File: config.mk
export PLATFORM = sky130hd
export DESIGN_NAME = ebt_timer
export DESIGN_NICKNAME = d
export VERILOG_FILES = /design/src/common/ebt_pkg.sv /design/src/common/ebt_edge_if.sv /design/src/rtl/ebt_edge_sync.sv /design/src/rtl/ebt_prescaler.sv /design/src/rtl/ebt_timer.sv
export SDC_FILE = /design/constraint.sdc
export NUM_CORES = 1
export LEC_CHECK = 0
export ABC_CLOCK_PERIOD_IN_PS = 3500
export BUFFER_PORTS_ARGS = -buffer_cell sky130_fd_sc_hd__buf_2
export CAP_MARGIN = 20
export CORE_MARGIN = 2
export CORE_UTILIZATION = 55
export DETAILED_ROUTE_END_ITERATION = 7
export PLACE_DENSITY = 0.75
export SYNTH_ARGS = -nofsm -noshare
export SYNTH_HDL_FRONTEND = slang
export SYNTH_HIERARCHICAL = 1
export SYNTH_SLANG_ARGS = --single-unit
File: constraint.sdc
create_clock -name core_clk_in -period 3.5 [get_ports core_clk_in]
set_input_delay 0.7 -clock core_clk_in [delete_from_list [all_inputs] [get_ports core_clk_in]]
set_output_delay 0.7 -clock core_clk_in [all_outputs]
set_load 0.01 [all_outputs]
File: src/common/ebt_pkg.sv
// Package for the eight-bit timer with event counting and capture
package ebt_pkg;
   localparam int unsigned CLK_PERIOD_NS = 20;
   localparam int unsigned ADDR_W        = 2;
   localparam int unsigned DATA_W        = 8;
   localparam int unsigned DIV_W         = 16;

   // Register index and byte address coincide on this plain port
   localparam logic [ADDR_W-1:0] OFF_CTRL  = 2'h0;
   localparam logic [ADDR_W-1:0] OFF_REG_A = 2'h1;
   localparam logic [ADDR_W-1:0] OFF_REG_B = 2'h2;
   localparam logic [ADDR_W-1:0] OFF_PRESC = 2'h3;

   // Control and prescaler register fields
   localparam int unsigned CTRL_CAP_BIT  = 0;
   localparam int unsigned CTRL_CKS_LSB  = 1;
   localparam int unsigned CTRL_CKS_MSB  = 3;
   localparam int unsigned CTRL_RUN_BIT  = 4;
   localparam int unsigned CTRL_SNAP_BIT = 6;
   localparam int unsigned PRESC_DIV_BIT = 0;

   localparam logic [7:0] CTRL_RST   = 8'h00;
   localparam logic [7:0] REG_A_RST  = 8'h00;
   localparam logic [7:0] REG_B_RST  = 8'hFF;
   localparam logic [7:0] CNT_RST    = 8'h00;
   localparam logic [7:0] CNT_MAX    = 8'hFF;
   localparam logic [7:0] CTRL_RMASK = 8'h5F;

   // Source clock select: 000 is the slowest internal period, 111 the pin
   localparam logic [2:0] CKS_EXT      = 3'h7;
   localparam logic [3:0] DIV_EXP_BASE = 4'hD;

   typedef enum logic [1:0] {
      EBT_MODE_TIMER,
      EBT_MODE_EVENT,
      EBT_MODE_CAPTURE
   } ebt_mode_t;
endpackage : ebt_pkg

File: src/common/ebt_edge_if.sv
// Interface carrying the synchronised pin level and its edges
interface ebt_edge_if;
   logic level;
   logic rise;
   logic fall;

   modport drv (output level, output rise, output fall);
   modport use_ (input level, input rise, input fall);
endinterface : ebt_edge_if

File: src/rtl/ebt_edge_sync.sv
// Synchroniser and edge detector for the count input pin
module ebt_edge_sync (
   input  wire logic   core_clk_in,
   input  wire logic   sys_rst_in,
   input  wire logic   clk_en_in,
   input  wire logic   pin_in,
   ebt_edge_if.drv     edge_bus
);
   logic sync_first;
   logic sync_second;
   logic prev;

   always_ff @(posedge core_clk_in) begin
      if (sys_rst_in) begin
         sync_first  <= 1'b0;
         sync_second <= 1'b0;
         prev        <= 1'b0;
      end else if (clk_en_in) begin
         sync_first  <= pin_in;
         sync_second <= sync_first;
         prev        <= sync_second;
      end
   end

   assign edge_bus.level = sync_second;
   assign edge_bus.rise  = clk_en_in & sync_second & ~prev;
   assign edge_bus.fall  = clk_en_in & ~sync_second & prev;
endmodule : ebt_edge_sync

File: src/rtl/ebt_prescaler.sv
// Divider giving the internal source clock tick, cleared while the run bit is low
module ebt_prescaler (
   input  wire logic       core_clk_in,
   input  wire logic       sys_rst_in,
   input  wire logic       clk_en_in,
   input  wire logic       run_in,
   input  wire logic [2:0] cks_in,
   input  wire logic       div2_in,
   output logic            tick_out
);
   logic [ebt_pkg::DIV_W-1:0] div;
   logic [ebt_pkg::DIV_W-1:0] mask;
   logic [3:0]                shift;

   // Held in reset while stopped so the first period after start is whole
   always_ff @(posedge core_clk_in) begin
      if (sys_rst_in) begin
         div <= '0;
      end else if (clk_en_in) begin
         if (!run_in) begin
            div <= '0;
         end else begin
            div <= div + 16'h1;
         end
      end
   end

   always_comb begin
      shift = ebt_pkg::DIV_EXP_BASE - {1'b0, cks_in} + {3'h0, div2_in};
      mask  = (16'h1 << shift) - 16'h1;
   end

   assign tick_out = clk_en_in & run_in & (cks_in != ebt_pkg::CKS_EXT) & ((div & mask) == mask);
endmodule : ebt_prescaler

File: src/rtl/ebt_timer.sv
// Eight-bit timer/counter with timer, event counter and capture modes
//
// Local design decisions: the address map and the address-and-strobe port.
module ebt_timer (
   input  wire logic       core_clk_in,
   input  wire logic       sys_rst_in,
   input  wire logic       clk_en_in,
   input  wire logic [1:0] reg_addr_in,
   input  wire logic [7:0] reg_wdata_in,
   input  wire logic       reg_wr_in,
   input  wire logic       reg_rd_in,
   output logic      [7:0] reg_rdata_out,
   input  wire logic       count_input_pin_in,
   input  wire logic       stop_mode_in,
   output logic            counter_irq_out
);
   logic [7:0]        counter_control_reg;
   logic [7:0]        compare_capture_reg_a;
   logic [7:0]        capture_reg_b;
   logic              prescaler_divide_select;
   logic [7:0]        cnt;
   logic [7:0]        next_cnt;
   logic              suspended;
   logic              tick;
   logic              run_bit;
   logic              auto_snapshot_enable;
   logic [2:0]        source_clock_select;
   logic              read_a;
   logic              incr;
   logic              match_clr;
   logic              cap_rise;
   logic              cap_fall;
   logic              ovf;
   ebt_pkg::ebt_mode_t mode;

   ebt_edge_if pin_edge ();

   ebt_edge_sync u_edge (
      .core_clk_in (core_clk_in),
      .sys_rst_in  (sys_rst_in),
      .clk_en_in   (clk_en_in),
      .pin_in      (count_input_pin_in),
      .edge_bus    (pin_edge.drv)
   );

   assign run_bit              = counter_control_reg[ebt_pkg::CTRL_RUN_BIT];
   assign auto_snapshot_enable = counter_control_reg[ebt_pkg::CTRL_SNAP_BIT];
   assign source_clock_select  = counter_control_reg[ebt_pkg::CTRL_CKS_MSB:ebt_pkg::CTRL_CKS_LSB];

   ebt_prescaler u_presc (
      .core_clk_in (core_clk_in),
      .sys_rst_in  (sys_rst_in),
      .clk_en_in   (clk_en_in),
      .run_in      (run_bit),
      .cks_in      (source_clock_select),
      .div2_in     (prescaler_divide_select),
      .tick_out    (tick)
   );

   // Capture bit overrides; clock select 111 routes the pin as count source
   always_comb begin
      if (counter_control_reg[ebt_pkg::CTRL_CAP_BIT]) begin
         mode = ebt_pkg::EBT_MODE_CAPTURE;
      end else if (source_clock_select == ebt_pkg::CKS_EXT) begin
         mode = ebt_pkg::EBT_MODE_EVENT;
      end else begin
         mode = ebt_pkg::EBT_MODE_TIMER;
      end
   end

   assign read_a = clk_en_in & reg_rd_in & (reg_addr_in == ebt_pkg::OFF_REG_A);

   // Counting decisions; a rising pin edge outranks a source tick in capture mode
   always_comb begin
      incr      = 1'b0;
      match_clr = 1'b0;
      cap_rise  = 1'b0;
      cap_fall  = 1'b0;
      ovf       = 1'b0;
      next_cnt  = cnt;
      if (run_bit && clk_en_in) begin
         case (mode)
            ebt_pkg::EBT_MODE_TIMER: begin
               if (tick) begin
                  if (cnt == compare_capture_reg_a) begin
                     match_clr = 1'b1;
                  end else begin
                     incr = 1'b1;
                  end
               end
            end
            ebt_pkg::EBT_MODE_EVENT: begin
               if (pin_edge.rise) begin
                  incr = 1'b1;
               end else if (pin_edge.fall && cnt == compare_capture_reg_a) begin
                  match_clr = 1'b1;
               end
            end
            default: begin
               if (!suspended && pin_edge.rise) begin
                  cap_rise = 1'b1;
               end else if (!suspended && pin_edge.fall) begin
                  cap_fall = 1'b1;
               end
               if (!cap_rise && tick) begin
                  if (!suspended && cnt == ebt_pkg::CNT_MAX) begin
                     ovf = 1'b1;
                  end else begin
                     incr = 1'b1;
                  end
               end
            end
         endcase
         if (match_clr || cap_rise || ovf) begin
            next_cnt = ebt_pkg::CNT_RST;
         end else if (incr) begin
            next_cnt = cnt + 8'h01;
         end
      end
   end

   always_ff @(posedge core_clk_in) begin
      if (sys_rst_in) begin
         cnt <= ebt_pkg::CNT_RST;
      end else if (clk_en_in) begin
         if (!run_bit) begin
            cnt <= ebt_pkg::CNT_RST;
         end else begin
            cnt <= next_cnt;
         end
      end
   end

   // Stop entry beats a software write of the run bit in the same cycle
   always_ff @(posedge core_clk_in) begin
      if (sys_rst_in) begin
         counter_control_reg <= ebt_pkg::CTRL_RST;
      end else if (clk_en_in) begin
         if (reg_wr_in && reg_addr_in == ebt_pkg::OFF_CTRL) begin
            counter_control_reg <= reg_wdata_in;
         end
         if (stop_mode_in) begin
            counter_control_reg[ebt_pkg::CTRL_RUN_BIT] <= 1'b0;
         end
      end
   end

   always_ff @(posedge core_clk_in) begin
      if (sys_rst_in) begin
         prescaler_divide_select <= 1'b0;
      end else if (clk_en_in && reg_wr_in && reg_addr_in == ebt_pkg::OFF_PRESC) begin
         prescaler_divide_select <= reg_wdata_in[ebt_pkg::PRESC_DIV_BIT];
      end
   end

   // Hardware captures win over a software write in the same cycle
   always_ff @(posedge core_clk_in) begin
      if (sys_rst_in) begin
         compare_capture_reg_a <= ebt_pkg::REG_A_RST;
      end else if (clk_en_in) begin
         if (ovf) begin
            compare_capture_reg_a <= ebt_pkg::CNT_MAX;
         end else if (cap_rise) begin
            compare_capture_reg_a <= cnt;
         end else if (reg_wr_in && reg_addr_in == ebt_pkg::OFF_REG_A) begin
            compare_capture_reg_a <= reg_wdata_in;
         end
      end
   end

   // Snapshot follows increments only, so the post-match zero never lands in B
   always_ff @(posedge core_clk_in) begin
      if (sys_rst_in) begin
         capture_reg_b <= ebt_pkg::REG_B_RST;
      end else if (clk_en_in) begin
         if (cap_fall) begin
            capture_reg_b <= cnt;
         end else if (auto_snapshot_enable && mode != ebt_pkg::EBT_MODE_CAPTURE && incr) begin
            capture_reg_b <= next_cnt;
         end
      end
   end

   // A new overflow wins over the re-arming read in the same cycle
   always_ff @(posedge core_clk_in) begin
      if (sys_rst_in) begin
         suspended <= 1'b0;
      end else if (clk_en_in) begin
         if (ovf) begin
            suspended <= 1'b1;
         end else if (read_a || !run_bit) begin
            suspended <= 1'b0;
         end
      end
   end

   always_ff @(posedge core_clk_in) begin
      if (sys_rst_in) begin
         counter_irq_out <= 1'b0;
      end else if (clk_en_in) begin
         counter_irq_out <= match_clr | cap_rise | ovf;
      end
   end

   always_ff @(posedge core_clk_in) begin
      if (sys_rst_in) begin
         reg_rdata_out <= 8'h00;
      end else if (clk_en_in) begin
         if (!reg_rd_in) begin
            reg_rdata_out <= 8'h00;
         end else if (reg_addr_in == ebt_pkg::OFF_CTRL) begin
            reg_rdata_out <= counter_control_reg & ebt_pkg::CTRL_RMASK;
         end else if (reg_addr_in == ebt_pkg::OFF_REG_A) begin
            reg_rdata_out <= compare_capture_reg_a;
         end else if (reg_addr_in == ebt_pkg::OFF_REG_B) begin
            reg_rdata_out <= capture_reg_b;
         end else begin
            reg_rdata_out <= {7'h00, prescaler_divide_select};
         end
      end
   end

   irq_pulse_a: assert property (@(posedge core_clk_in) disable iff (sys_rst_in)
      counter_irq_out && clk_en_in |=> !counter_irq_out)
      else $error("interrupt held longer than one cycle");

   timer_match_a: assert property (@(posedge core_clk_in) disable iff (sys_rst_in)
      clk_en_in && run_bit && !stop_mode_in && mode == ebt_pkg::EBT_MODE_TIMER && tick
      && cnt == compare_capture_reg_a |=> cnt == 8'h00 && counter_irq_out)
      else $error("timer match did not clear and interrupt");

   event_rise_a: assert property (@(posedge core_clk_in) disable iff (sys_rst_in)
      clk_en_in && run_bit && !stop_mode_in && mode == ebt_pkg::EBT_MODE_EVENT && pin_edge.rise
      |=> cnt == $past(cnt) + 8'h01 && !counter_irq_out)
      else $error("event rising edge not counted");

   event_fall_a: assert property (@(posedge core_clk_in) disable iff (sys_rst_in)
      clk_en_in && run_bit && mode == ebt_pkg::EBT_MODE_EVENT && pin_edge.fall
      |=> counter_irq_out == ($past(cnt) == $past(compare_capture_reg_a)))
      else $error("event match not judged on falling edge");

   cap_fall_a: assert property (@(posedge core_clk_in) disable iff (sys_rst_in)
      clk_en_in && run_bit && mode == ebt_pkg::EBT_MODE_CAPTURE && !suspended && pin_edge.fall
      |=> capture_reg_b == $past(cnt))
      else $error("falling edge did not capture into B");

   cap_rise_a: assert property (@(posedge core_clk_in) disable iff (sys_rst_in)
      clk_en_in && run_bit && !stop_mode_in && mode == ebt_pkg::EBT_MODE_CAPTURE && !suspended
      && pin_edge.rise |=> compare_capture_reg_a == $past(cnt) && cnt == 8'h00 && counter_irq_out
      && $stable(capture_reg_b))
      else $error("rising edge capture into A wrong");

   overflow_a: assert property (@(posedge core_clk_in) disable iff (sys_rst_in)
      clk_en_in && run_bit && !stop_mode_in && mode == ebt_pkg::EBT_MODE_CAPTURE && !suspended
      && tick && !pin_edge.rise && cnt == 8'hFF
      |=> compare_capture_reg_a == 8'hFF && cnt == 8'h00 && counter_irq_out && suspended)
      else $error("capture overflow handling wrong");

   suspend_hold_a: assert property (@(posedge core_clk_in) disable iff (sys_rst_in)
      clk_en_in && suspended && run_bit && !read_a |=> suspended && !counter_irq_out)
      else $error("capture resumed without a read of A");

   stop_clear_a: assert property (@(posedge core_clk_in) disable iff (sys_rst_in)
      clk_en_in && stop_mode_in |=> !run_bit ##1 cnt == 8'h00)
      else $error("stop entry did not halt the counter");

   snap_capture_a: assert property (@(posedge core_clk_in) disable iff (sys_rst_in)
      clk_en_in && mode == ebt_pkg::EBT_MODE_CAPTURE && !pin_edge.fall |=> $stable(capture_reg_b))
      else $error("B changed in capture mode without falling edge");

   snap_zero_a: assert property (@(posedge core_clk_in) disable iff (sys_rst_in)
      clk_en_in && match_clr |=> $stable(capture_reg_b))
      else $error("post-match zero copied into B");

   snap_copy_a: assert property (@(posedge core_clk_in) disable iff (sys_rst_in)
      clk_en_in && run_bit && auto_snapshot_enable && mode == ebt_pkg::EBT_MODE_TIMER && tick
      && cnt != compare_capture_reg_a |=> capture_reg_b == $past(cnt) + 8'h01)
      else $error("running count not copied into B");

   resume_read_a: assert property (@(posedge core_clk_in) disable iff (sys_rst_in)
      clk_en_in && suspended && read_a |=> !suspended)
      else $error("read of A did not resume capture");

   ctrl_read_a: assert property (@(posedge core_clk_in) disable iff (sys_rst_in)
      clk_en_in && reg_rd_in && reg_addr_in == ebt_pkg::OFF_CTRL
      |=> reg_rdata_out[7] == 1'b0 && reg_rdata_out[5] == 1'b0)
      else $error("undefined control bits read back nonzero");
endmodule : ebt_timer

==> results of run 1 <==
## placed cells by master, fill, tap and decap left out, types with 10 or more instances in the layout
| cell type | synthesis | final |
|---|---|---|
| buf_4 | 4 | 40 |
| a21oi_1 | 35 | 32 |
| o21ai_1 | 4 | 10 |
| nand3_1 | 20 | 20 |
| inv_1 | 14 | 11 |
| nand2_1 | 47 | 45 |
| o21ai_0 | 21 | 14 |
| nor2_1 | 53 | 51 |
| a31oi_1 | 12 | 12 |
| nor3_1 | 11 | 10 |
| mux2i_1 | 16 | 16 |
| xor2_1 | 11 | 11 |
| buf_2 | 9 | 25 |
| dfxtp_1 | 59 | 57 |
## final cells by class
class	instances	share of cell area
clock buffer	9	0.0258
multi-input combinational	376	0.574
clock inverter	7	0.0208
sequential	59	0.246
tap	96	0.0250
inverter	15	0.0128
timing repair buffer	67	0.0951
## metrics by stage
| stage | power [mW] | util |
|---|---|---|
| 2_1_floorplan | 0.794 | - |
| 3_3_place_gp | 0.832 | 0.622 |
| 3_5_place_dp | 0.833 | 0.622 |
| 4_1_cts | 1.54 | 0.684 |
| 5_1_grt | 1.61 | 0.707 |
| 6_report | 1.55 | 0.707 |
## worst min-delay path by stage
stage | from | end | slack, ns | cells past startpoint
final | reg_rdata_out[1] | reg_rdata_out[1] | 0.46 | 2
after global routing | reg_rdata_out[6] | reg_rdata_out[6] | 0.48 | 2
after CTS | reg_rdata_out[6] | reg_rdata_out[6] | 0.46 | 2
after detailed placement | reg_rdata_out[1] | reg_rdata_out[1] | 0.45 | 2
after global placement | reg_rdata_out[6] | reg_rdata_out[6] | 0.45 | 2
after floorplan | u_edge/prev | u_edge/prev | 0.45 | 2
## critical path, delay by kind of cell (launching register included)
kind,cells,cell delay (ns)
AO/OA/AOI/OAI,6,1.03
adder cells (fa/ha/maj),3,0.68
buffers and inverters,5,0.57
flip-flops,1,0.33
AND/OR/NAND/NOR,6,1.08
## power by group
group | switching [mW] | internal [mW]
logic | 0.0913 | 0.0568
registers | 0.00788 | 0.680
clock network | 0.312 | 0.407
## kinds of logic after synthesis
family          count (synthesis)  synth area share
compound gates                127             0.220
xor+xnor                       13            0.0295
fa+ha+maj                       5            0.0162
buf+inv                        45            0.0567
flops                          59             0.306
mux                            24            0.0683
simple gates                  207             0.304
## routing by layer
| metal | vias up | global-route usage | wire length [microns] |
|---|---|---|---|
| met3 | 21 | 0.0490 | 880 |
| met4 | 0 | 0.0951 | 178 |
| met5 | - | 0 | 0 |
| li1 | 1865 | - | - |
| met1 | 1846 | 0.430 | 5180 |
| met2 | 206 | 0.448 | 5120 |
## repair_timing
item,4_1_cts,5_1_grt
setup buffers,8,6
resized for setup,30,25
pin swaps,27,12
endpoints found under the setup margin,26,26
==> flow_metrics.py, run 1 <==
metrics = {
    "grt": {
        "first_global_vias": 3553,
        "antenna_found_initial": 0,
        "grt_max_degree": 59,
        "globalRouteOverflowTotal": 0,
        "grt_pass1_wl_microns": 17900,
        "grtUsageTotal": 0.296,
    },
    "run": {
        "maxCapViolations": 0,
    },
    "setup_path": {
        "endpoint_kind": "flip-flop",
        "critPathCapture": "compare_capture_reg_a[1]",
        "path_cells": "inv_2, ha_4, inv_4, ha_4, nand2b_4, or3_4, ha_4, nor2_2, a311o_1, a211oi_2, o211ai_1, nor4_4, buf_4, o21ai_4, buf_4, or3b_4, a31oi_4, buf_12, o22ai_2, nor2_1",
        "cp.required_ns": 3.78,
        "cp_slowest_cell": "or3b_4",
        "cp-start-kind": "flip-flop",
        "cp-startpoint": "counter_control_reg[1]",
        "rrSetupSlack_ns": -0.27,
        "crit_arrival_ns": 4.05,
        "reg2reg_to": "compare_capture_reg_a[1]",
        "critical_path.most_common_cell": "ha_4",
        "cp_max_fo": 8,
        "crit_path_max_incr_delay_ns": 0.40,
        "timing.rr.start": "counter_control_reg[1]",
        "r2r_cells": 20,
        "path_class": "flip-flop to flip-flop",
    },
    "finish": {
        "regArea_sq_mm": 0.00118,
        "final_net_count": 550,
        "final_cells": 629,
        "antennaDiodeCount": 0,
        "largest_register_ffs": 15,
        "regMostFlops": "u_presc/div",
        "multi_input_area_sq_mm": 0.00276,
        "nFillCells": 505,
        "final_area_sq_mm": 0.00480,
        "drive_gt1_frac": 0.315,
        "area_delta_synth_final_pct": 24.4,
    },
    "sta": {
        "setup_viol": 23,
        "whs_ns": 0.460,
        "tightest_slew_ns": 0.684,
        "fmax_mhz": 265,
        "post-route-min-period_ns": 3.77,
        "final_max_slew_viol_count": 0,
        "min_period_over_period": 1.08,
        "rsz0062_at_grt": "yes",
        "slew_headroom": 0.541,
        "hold_viol": 0,
        "setup_tns_ns": -4.70,
        "skew_ns": 0.00974,
        "setup_ws_ns": -0.274,
    },
    "die": {
        "dieWidth_microns": 87.8,
        "num_rows": 30,
        "fp.dieArea_sq_mm": 0.00771,
        "core_sq_mm": 0.00679,
        "start_util": 0.569,
        "die_y_microns": 87.8,
        "io_pins": 26,
    },
    "placed_design": {
        "place_ws_ns": -0.407,
        "hpwlAfterDp_microns": 7440,
        "portBuffers": 25,
        "place_congestion": 0.967,
        "place_area_sq_mm": 0.00423,
        "post-place-cells": 601,
    },
    "route": {
        "wl_microns": 11400,
        "drtIter0Drc": 254,
        "vias_per_cell": 6.26,
        "wl_per_cell_microns": 18.1,
        "drt-pass1-iter-count": 4,
        "postRouteAntennaNets": 0,
        "drcViolationCount": 0,
        "num_vias": 3938,
    },
    "worst_hold_path": {
        "hold_path_class": "flip-flop to flip-flop",
    },
    "clocking": {
        "clockBufferDepth": 2,
        "root_buffer": "clkbuf_8",
        "cts_tree": "done",
        "path_clk_slew_ns": 0.08,
        "hold_buffers": 0,
        "clk_latency_ns": 0.35,
        "cts-buffers-inserted": 9,
        "clkSinkCount": 59,
        "cts-htree-levels": 3,
    },
    "power": {
        "p_per_area_mw_per_mm2": 324,
        "p_leak_nw": 1.82,
        "ir_worst_vdd_mv": 0.194,
    },
    "yosys": {
        "syn_inst": 480,
        "ys_seq_area_frac": 0.306,
        "synth_seq_cells": 59,
        "syn_nets": 502,
        "syn_avg_cell_area_sq_um": 8.05,
        "yosysMostFrequentCell": "dfxtp_1",
        "syn_area_sq_mm": 0.00386,
        "synthTopCellsByArea": "dfxtp_1 (31%), nor2_1 (5.2%), nand2_1 (4.6%)",
        "synth_cell_type_count": 79,
        "yosys.area.top_type_share": 0.306,
        "ys.flop_type": "dfxtp_1",
        "synth_common_cells": "dfxtp_1 (59), nor2_1 (53), nand2_1 (47), a21oi_1 (35), o21ai_0 (21)",
        "postSynth.asyncResetShare": 0,
        "synth_top_area_cell": "dfxtp_1",
        "ys_warn_count": 6,
        "synth_edf_count": 0,
    },
    "run_status": {
        "outcome": "complete, but fails checks",
        "violations": "setup timing",
    },
}
No activity file was read; power rests on OpenSTA's default activity.
==> run 2: changes to the inputs <==
--- a/config.mk
+++ b/config.mk
@@ -5,13 +5,14 @@
 export SDC_FILE = /design/constraint.sdc
 export NUM_CORES = 1
 export LEC_CHECK = 0
-export ABC_CLOCK_PERIOD_IN_PS = 3500
+export ABC_CLOCK_PERIOD_IN_PS = 4420
 export BUFFER_PORTS_ARGS = -buffer_cell sky130_fd_sc_hd__buf_2
 export CAP_MARGIN = 20
 export CORE_MARGIN = 2
-export CORE_UTILIZATION = 55
+export CORE_UTILIZATION = 65
 export DETAILED_ROUTE_END_ITERATION = 7
-export PLACE_DENSITY = 0.75
+export PLACE_DENSITY = 0.84
+export RECOVER_POWER = 100
 export SYNTH_ARGS = -nofsm -noshare
 export SYNTH_HDL_FRONTEND = slang
 export SYNTH_HIERARCHICAL = 1
==> constraint.sdc (replaced) <==
create_clock -name core_clk_in -period 4.42 [get_ports core_clk_in]
set_input_delay 0.884 -clock core_clk_in [delete_from_list [all_inputs] [get_ports core_clk_in]]
set_output_delay 0.884 -clock core_clk_in [all_outputs]
set_load 0.01 [all_outputs]
==> flow_metrics.py, run 2 (same netlist as run 1, synthesis figures left out) <==
metrics = {
    "clocking": {
        "path_clk_slew_ns": 0.08,
        "cts-buffers-inserted": 9,
        "cts_tree": "done",
        "hold_buffers": 0,
        "root_buffer": "clkbuf_8",
        "clockBufferDepth": 2,
        "clkSinkCount": 59,
        "clk_latency_ns": 0.35,
        "cts-htree-levels": 3,
        "postCtsSetupBuffers": 0,
        "cts-resized-gates": 0,
    },
    "sta": {
        "whs_ns": 0.464,
        "post-route-min-period_ns": 4.18,
        "rsz0062_at_grt": "no",
        "skew_ns": 0.0109,
        "tightest_slew_ns": 1.65,
        "hold_viol": 0,
        "min_period_over_period": 0.946,
        "setup_tns_ns": 0,
        "slew_headroom": -0.0984,
        "final_max_slew_viol_count": 35,
        "fmax_mhz": 239,
        "setup_viol": 0,
    },
    "setup_path": {
        "cp-start-kind": "flip-flop",
        "path_class": "flip-flop to flip-flop",
        "cp.required_ns": 4.65,
        "endpoint_kind": "flip-flop",
        "rrSetupSlack_ns": 0.24,
        "crit_arrival_ns": 4.41,
        "cp_max_fo": 9,
    },
    "run_status": {
        "violations": "capacitance limit, slew limit",
        "outcome": "complete, but fails checks",
    },
    "power": {
        "p_clk_frac": 0.491,
        "intPower_mw": 0.964,
        "p_comb_frac": 0.079,
        "p_sw_mw": 0.302,
        "ir_worst_vdd_mv": 0.309,
        "seq_power_share": 0.431,
        "p_leak_nw": 1.57,
        "p_sw_frac": 0.238,
        "p_per_area_mw_per_mm2": 300,
    },
    "grt": {
        "globalRouteOverflowTotal": 0,
        "grt_max_degree": 60,
        "grt_pass1_wl_microns": 17500,
        "grtUsageTotal": 0.345,
        "antenna_found_initial": 0,
        "first_global_vias": 3514,
    },
    "finish": {
        "largest_register_ffs": 15,
        "layout_commonest_cell": "dfxtp_1",
        "regMostFlops": "u_presc/div",
        "final_cell_mix": "dfxtp_1 (59), nor2_1 (53), nand2_1 (47), a21oi_1 (35), o21ai_0 (22)",
        "area_delta_synth_final_pct": 9.30,
        "drive_gt1_frac": 0.149,
        "final_net_count": 519,
        "nFillCells": 473,
        "antennaDiodeCount": 0,
    },
    "placed_design": {
        "place_congestion": 0.965,
        "portBuffers": 25,
        "hpwlAfterDp_microns": 7230,
    },
    "die": {
        "start_util": 0.664,
        "num_rows": 28,
        "core_sq_mm": 0.00582,
        "die_y_microns": 81.1,
        "fp.dieArea_sq_mm": 0.00657,
        "dieWidth_microns": 81.1,
        "io_pins": 26,
    },
    "route": {
        "wl_per_cell_microns": 18.6,
        "drtIter0Drc": 403,
        "vias_per_cell": 6.69,
        "postRouteAntennaNets": 0,
        "num_vias": 3858,
        "drcViolationCount": 0,
        "wl_microns": 10700,
        "drt-pass1-iter-count": 6,
    },
    "worst_hold_path": {
        "hold_path_class": "flip-flop to flip-flop",
    },
    "run": {
        "maxCapViolations": 1,
    },
}
==> run 2: cell types whose count changed in the layout (fill, tap and decap cells not counted), sizes merged <==
cell	delta
buf	-42
clkbuf	+12
inv	-2
bufinv	+1
==> run 2: final timing paths <==
kind | start | cells after the start | to
max reg2reg | counter_control_reg[1] | 18 | capture_reg_b[3]
min | reg_rdata_out[6] | 2 | reg_rdata_out[6]
max | counter_control_reg[1] | 18 | capture_reg_b[3]
min reg2reg | reg_rdata_out[6] | 2 | reg_rdata_out[6]
==> run 2: power by group through the flow <==
stage | clock, mW | sequential (mW) | combinational [mW]
final | 0.621 | 0.545 | 0.0998
after global placement | 0 | 0.556 | 0.0956
after global routing | 0.646 | 0.545 | 0.108
after floorplan | 0 | 0.556 | 0.0705
after detailed placement | 0 | 0.556 | 0.0970
after CTS | 0.623 | 0.544 | 0.0986
==> run 2: final cells by class <==
class / instances / area (sq um) / share of cell area
clock buffer: 10 / 138 / 0.0326
timing repair buffer: 36 / 191 / 0.0453
inverter: 15 / 56.3 / 0.0133
clock inverter: 6 / 113 / 0.0267
tap: 75 / 93.8 / 0.0222
multi-input combinational: 376 / 2450 / 0.580
sequential: 59 / 1180 / 0.280
==> run 2: per-layer routing <==
metal / track usage / wire length (microns) / up-vias
li1: - / - / 1809
met1: 0.479 / 4690 / 1827
met2: 0.537 / 4930 / 196
met3: 0.0633 / 910 / 26
met4: 0.120 / 195 / 0
met5: 0 / 0 / -
==> run 2: metrics by stage <==
step	setup WS, ns	area [sq um]	power (mW)	util	cells
global placement	0.234	4000	0.652	0.688	561
CTS	0.101	4250	1.27	0.731	577
floorplan	0.553	3860	0.627	-	480
global route	0.0206	4220	1.30	0.726	577
finish	0.238	4220	1.27	0.726	577
detailed placement	0.151	4000	0.653	0.688	561
==> run 2: worst max-delay path: stages (launching register included) <==
cell and delay, ns:
dfxtp_1 0.35, inv_1 0.07, ha_1 0.21, inv_1 0.06, ha_1 0.29, nand2b_1 0.12, or3_1 0.33, ha_2 0.24
or4_1 0.52, a21oi_1 0.21, o21ai_0 0.10, o2111ai_1 0.16, nor4_4 0.10, mux2i_1 0.43, nor4b_4 0.08, buf_4 0.19
a21o_2 0.27, o32ai_1 0.27, a21oi_1 0.07
==> run 3: changes to the inputs <==
--- a/config.mk
+++ b/config.mk
@@ -13,6 +13,7 @@
 export DETAILED_ROUTE_END_ITERATION = 7
 export PLACE_DENSITY = 0.84
 export RECOVER_POWER = 100
+export REMOVE_ABC_BUFFERS = 1
 export SYNTH_ARGS = -nofsm -noshare
 export SYNTH_HDL_FRONTEND = slang
 export SYNTH_HIERARCHICAL = 1
==> flow_metrics.py, run 3 (same netlist as run 1, synthesis figures left out) <==
metrics = {
    "setup_path": {
        "crit_path_max_incr_delay_ns": 0.53,
        "rrSetupSlack_ns": 0.20,
        "critPathTopFamily": "simple AND/OR/NAND/NOR gates",
        "path_cells": "inv_1, ha_2, inv_1, ha_1, nand2b_1, or3_1, ha_1, or4_1, a21oi_1, o21ai_0, o2111ai_1, nor4_2, buf_4, mux2_2, and4_2, o211ai_1, a21oi_1, a211oi_1",
        "cp_max_fo": 5,
        "endpoint_kind": "flip-flop",
        "cp.required_ns": 4.67,
        "cp-start-kind": "flip-flop",
        "crit_arrival_ns": 4.48,
        "cp_slowest_cell": "or4_1",
        "path_class": "flip-flop to flip-flop",
        "crit_buf_inv": 3,
    },
    "placed_design": {
        "place_congestion": 0.977,
        "hpwlAfterDp_microns": 7400,
        "post-place-cells": 561,
        "portBuffers": 25,
    },
    "finish": {
        "area_delta_synth_final_pct": 9.17,
        "largest_register_ffs": 15,
        "layout_commonest_cell": "dfxtp_1",
        "nFillCells": 485,
        "final_cells": 577,
        "antennaDiodeCount": 0,
        "drive_gt1_frac": 0.153,
        "final_cell_mix": "dfxtp_1 (59), nor2_1 (53), nand2_1 (46), a21oi_1 (35), nand3_1 (21)",
        "final_net_count": 519,
        "regMostFlops": "u_presc/div",
    },
    "sta": {
        "tightest_slew_ns": 1.57,
        "post-route-min-period_ns": 4.22,
        "min_period_over_period": 0.955,
        "slew_headroom": -0.0483,
        "final_max_slew_viol_count": 34,
        "rsz0062_at_grt": "no",
        "skew_ns": 0.00922,
        "setup_tns_ns": 0,
        "setup_viol": 0,
        "fmax_mhz": 237,
        "hold_viol": 0,
    },
    "run": {
        "maxCapViolations": 1,
    },
    "power": {
        "p_sw_mw": 0.305,
        "ir_worst_vdd_mv": 0.332,
        "p_clk_frac": 0.484,
        "p_per_area_mw_per_mm2": 297,
        "p_sw_frac": 0.244,
        "seq_power_share": 0.435,
        "p_comb_frac": 0.080,
        "intPower_mw": 0.946,
        "p_leak_nw": 1.53,
    },
    "grt": {
        "globalRouteOverflowTotal": 0,
        "grt_max_degree": 35,
        "antenna_found_initial": 0,
        "first_global_vias": 3372,
        "grtUsageTotal": 0.332,
        "grt_pass1_wl_microns": 16600,
    },
    "clocking": {
        "cts_tree": "done",
        "root_buffer": "clkbuf_8",
        "clk_latency_ns": 0.35,
        "clkSinkCount": 59,
        "cts-htree-levels": 3,
        "clockBufferDepth": 2,
        "path_clk_slew_ns": 0.07,
        "hold_buffers": 0,
        "cts-buffers-inserted": 9,
    },
    "die": {
        "io_pins": 26,
        "fp.dieArea_sq_mm": 0.00657,
        "start_util": 0.664,
        "num_rows": 28,
        "die_y_microns": 81.1,
        "dieWidth_microns": 81.1,
        "core_sq_mm": 0.00582,
    },
    "route": {
        "wl_microns": 10700,
        "drt-pass1-iter-count": 5,
        "drtIter0Drc": 290,
        "wl_per_cell_microns": 18.5,
        "postRouteAntennaNets": 0,
        "num_vias": 3873,
        "drcViolationCount": 0,
        "vias_per_cell": 6.71,
    },
    "run_status": {
        "violations": "capacitance limit, slew limit",
        "outcome": "complete, but fails checks",
    },
    "worst_hold_path": {
        "hold_path_class": "flip-flop to flip-flop",
    },
}
[run 3: through the flow]
stage	power [mW]	cell area (sq um)	worst slack [ns]	hold WS, ns	util
floorplan	0.610	3700	0.376	0.452	-
global placement	0.652	4000	0.374	0.448	0.688
detailed placement	0.655	4000	0.242	0.453	0.688
CTS	1.25	4240	0.230	0.464	0.729
global route	1.28	4220	0.00453	0.493	0.725
finish	1.25	4220	0.199	0.465	0.725
[run 3: worst paths after layout]
check,from,cells past startpoint,endpoint
min,reg_rdata_out[6],2,reg_rdata_out[6]
min reg2reg,reg_rdata_out[6],2,reg_rdata_out[6]
max,counter_control_reg[1],18,capture_reg_b[7]
max reg2reg,counter_control_reg[1],18,capture_reg_b[7]
[run 3: worst register-to-register path: cells and delay by family (launching register included)]
family                   cells  cell delay [ns]
buffers and inverters        3             0.28
multiplexers                 1             0.26
adder cells (fa/ha/maj)      3             0.76
AO/OA/AOI/OAI                6             1.07
flip-flops                   1             0.35
AND/OR/NAND/NOR              5             1.41
[run 3: area by class of cell]
cell class / count / area, sq um / area share
Inverter: 15 / 56.3 / 0.0134
Clock buffer: 9 / 124 / 0.0294
Multi-Input combinational cell: 376 / 2460 / 0.583
Timing Repair Buffer: 36 / 188 / 0.0445
Tap cell: 75 / 93.8 / 0.0223
Clock inverter: 7 / 116 / 0.0276
Sequential cell: 59 / 1180 / 0.280
[run 3: timing repair]
item	CTS	global route
setup endpoints to repair	0	20
setup buffers	0	0
gates resized for setup	0	8
endpoints found under the hold margin	0	0
[run 3: power by group through the flow]
stage / Sequential (mW) / Combinational (mW) / Clock, mW
after floorplan: 0.557 / 0.0538 / 0
after global placement: 0.556 / 0.0960 / 0
after detailed placement: 0.557 / 0.0984 / 0
after CTS: 0.544 / 0.0989 / 0.606
after global routing: 0.545 / 0.109 / 0.628
final: 0.545 / 0.100 / 0.606
[run 3: routing by layer]
metal | share of wire | vias to the layer above | global-route usage
li1 | - | 1813 | -
met1 | 0.44 | 1814 | 0.463
met2 | 0.45 | 218 | 0.507
met3 | 0.090 | 28 | 0.0767
met4 | 0.021 | 0 | 0.112
met5 | 0 | - | 0
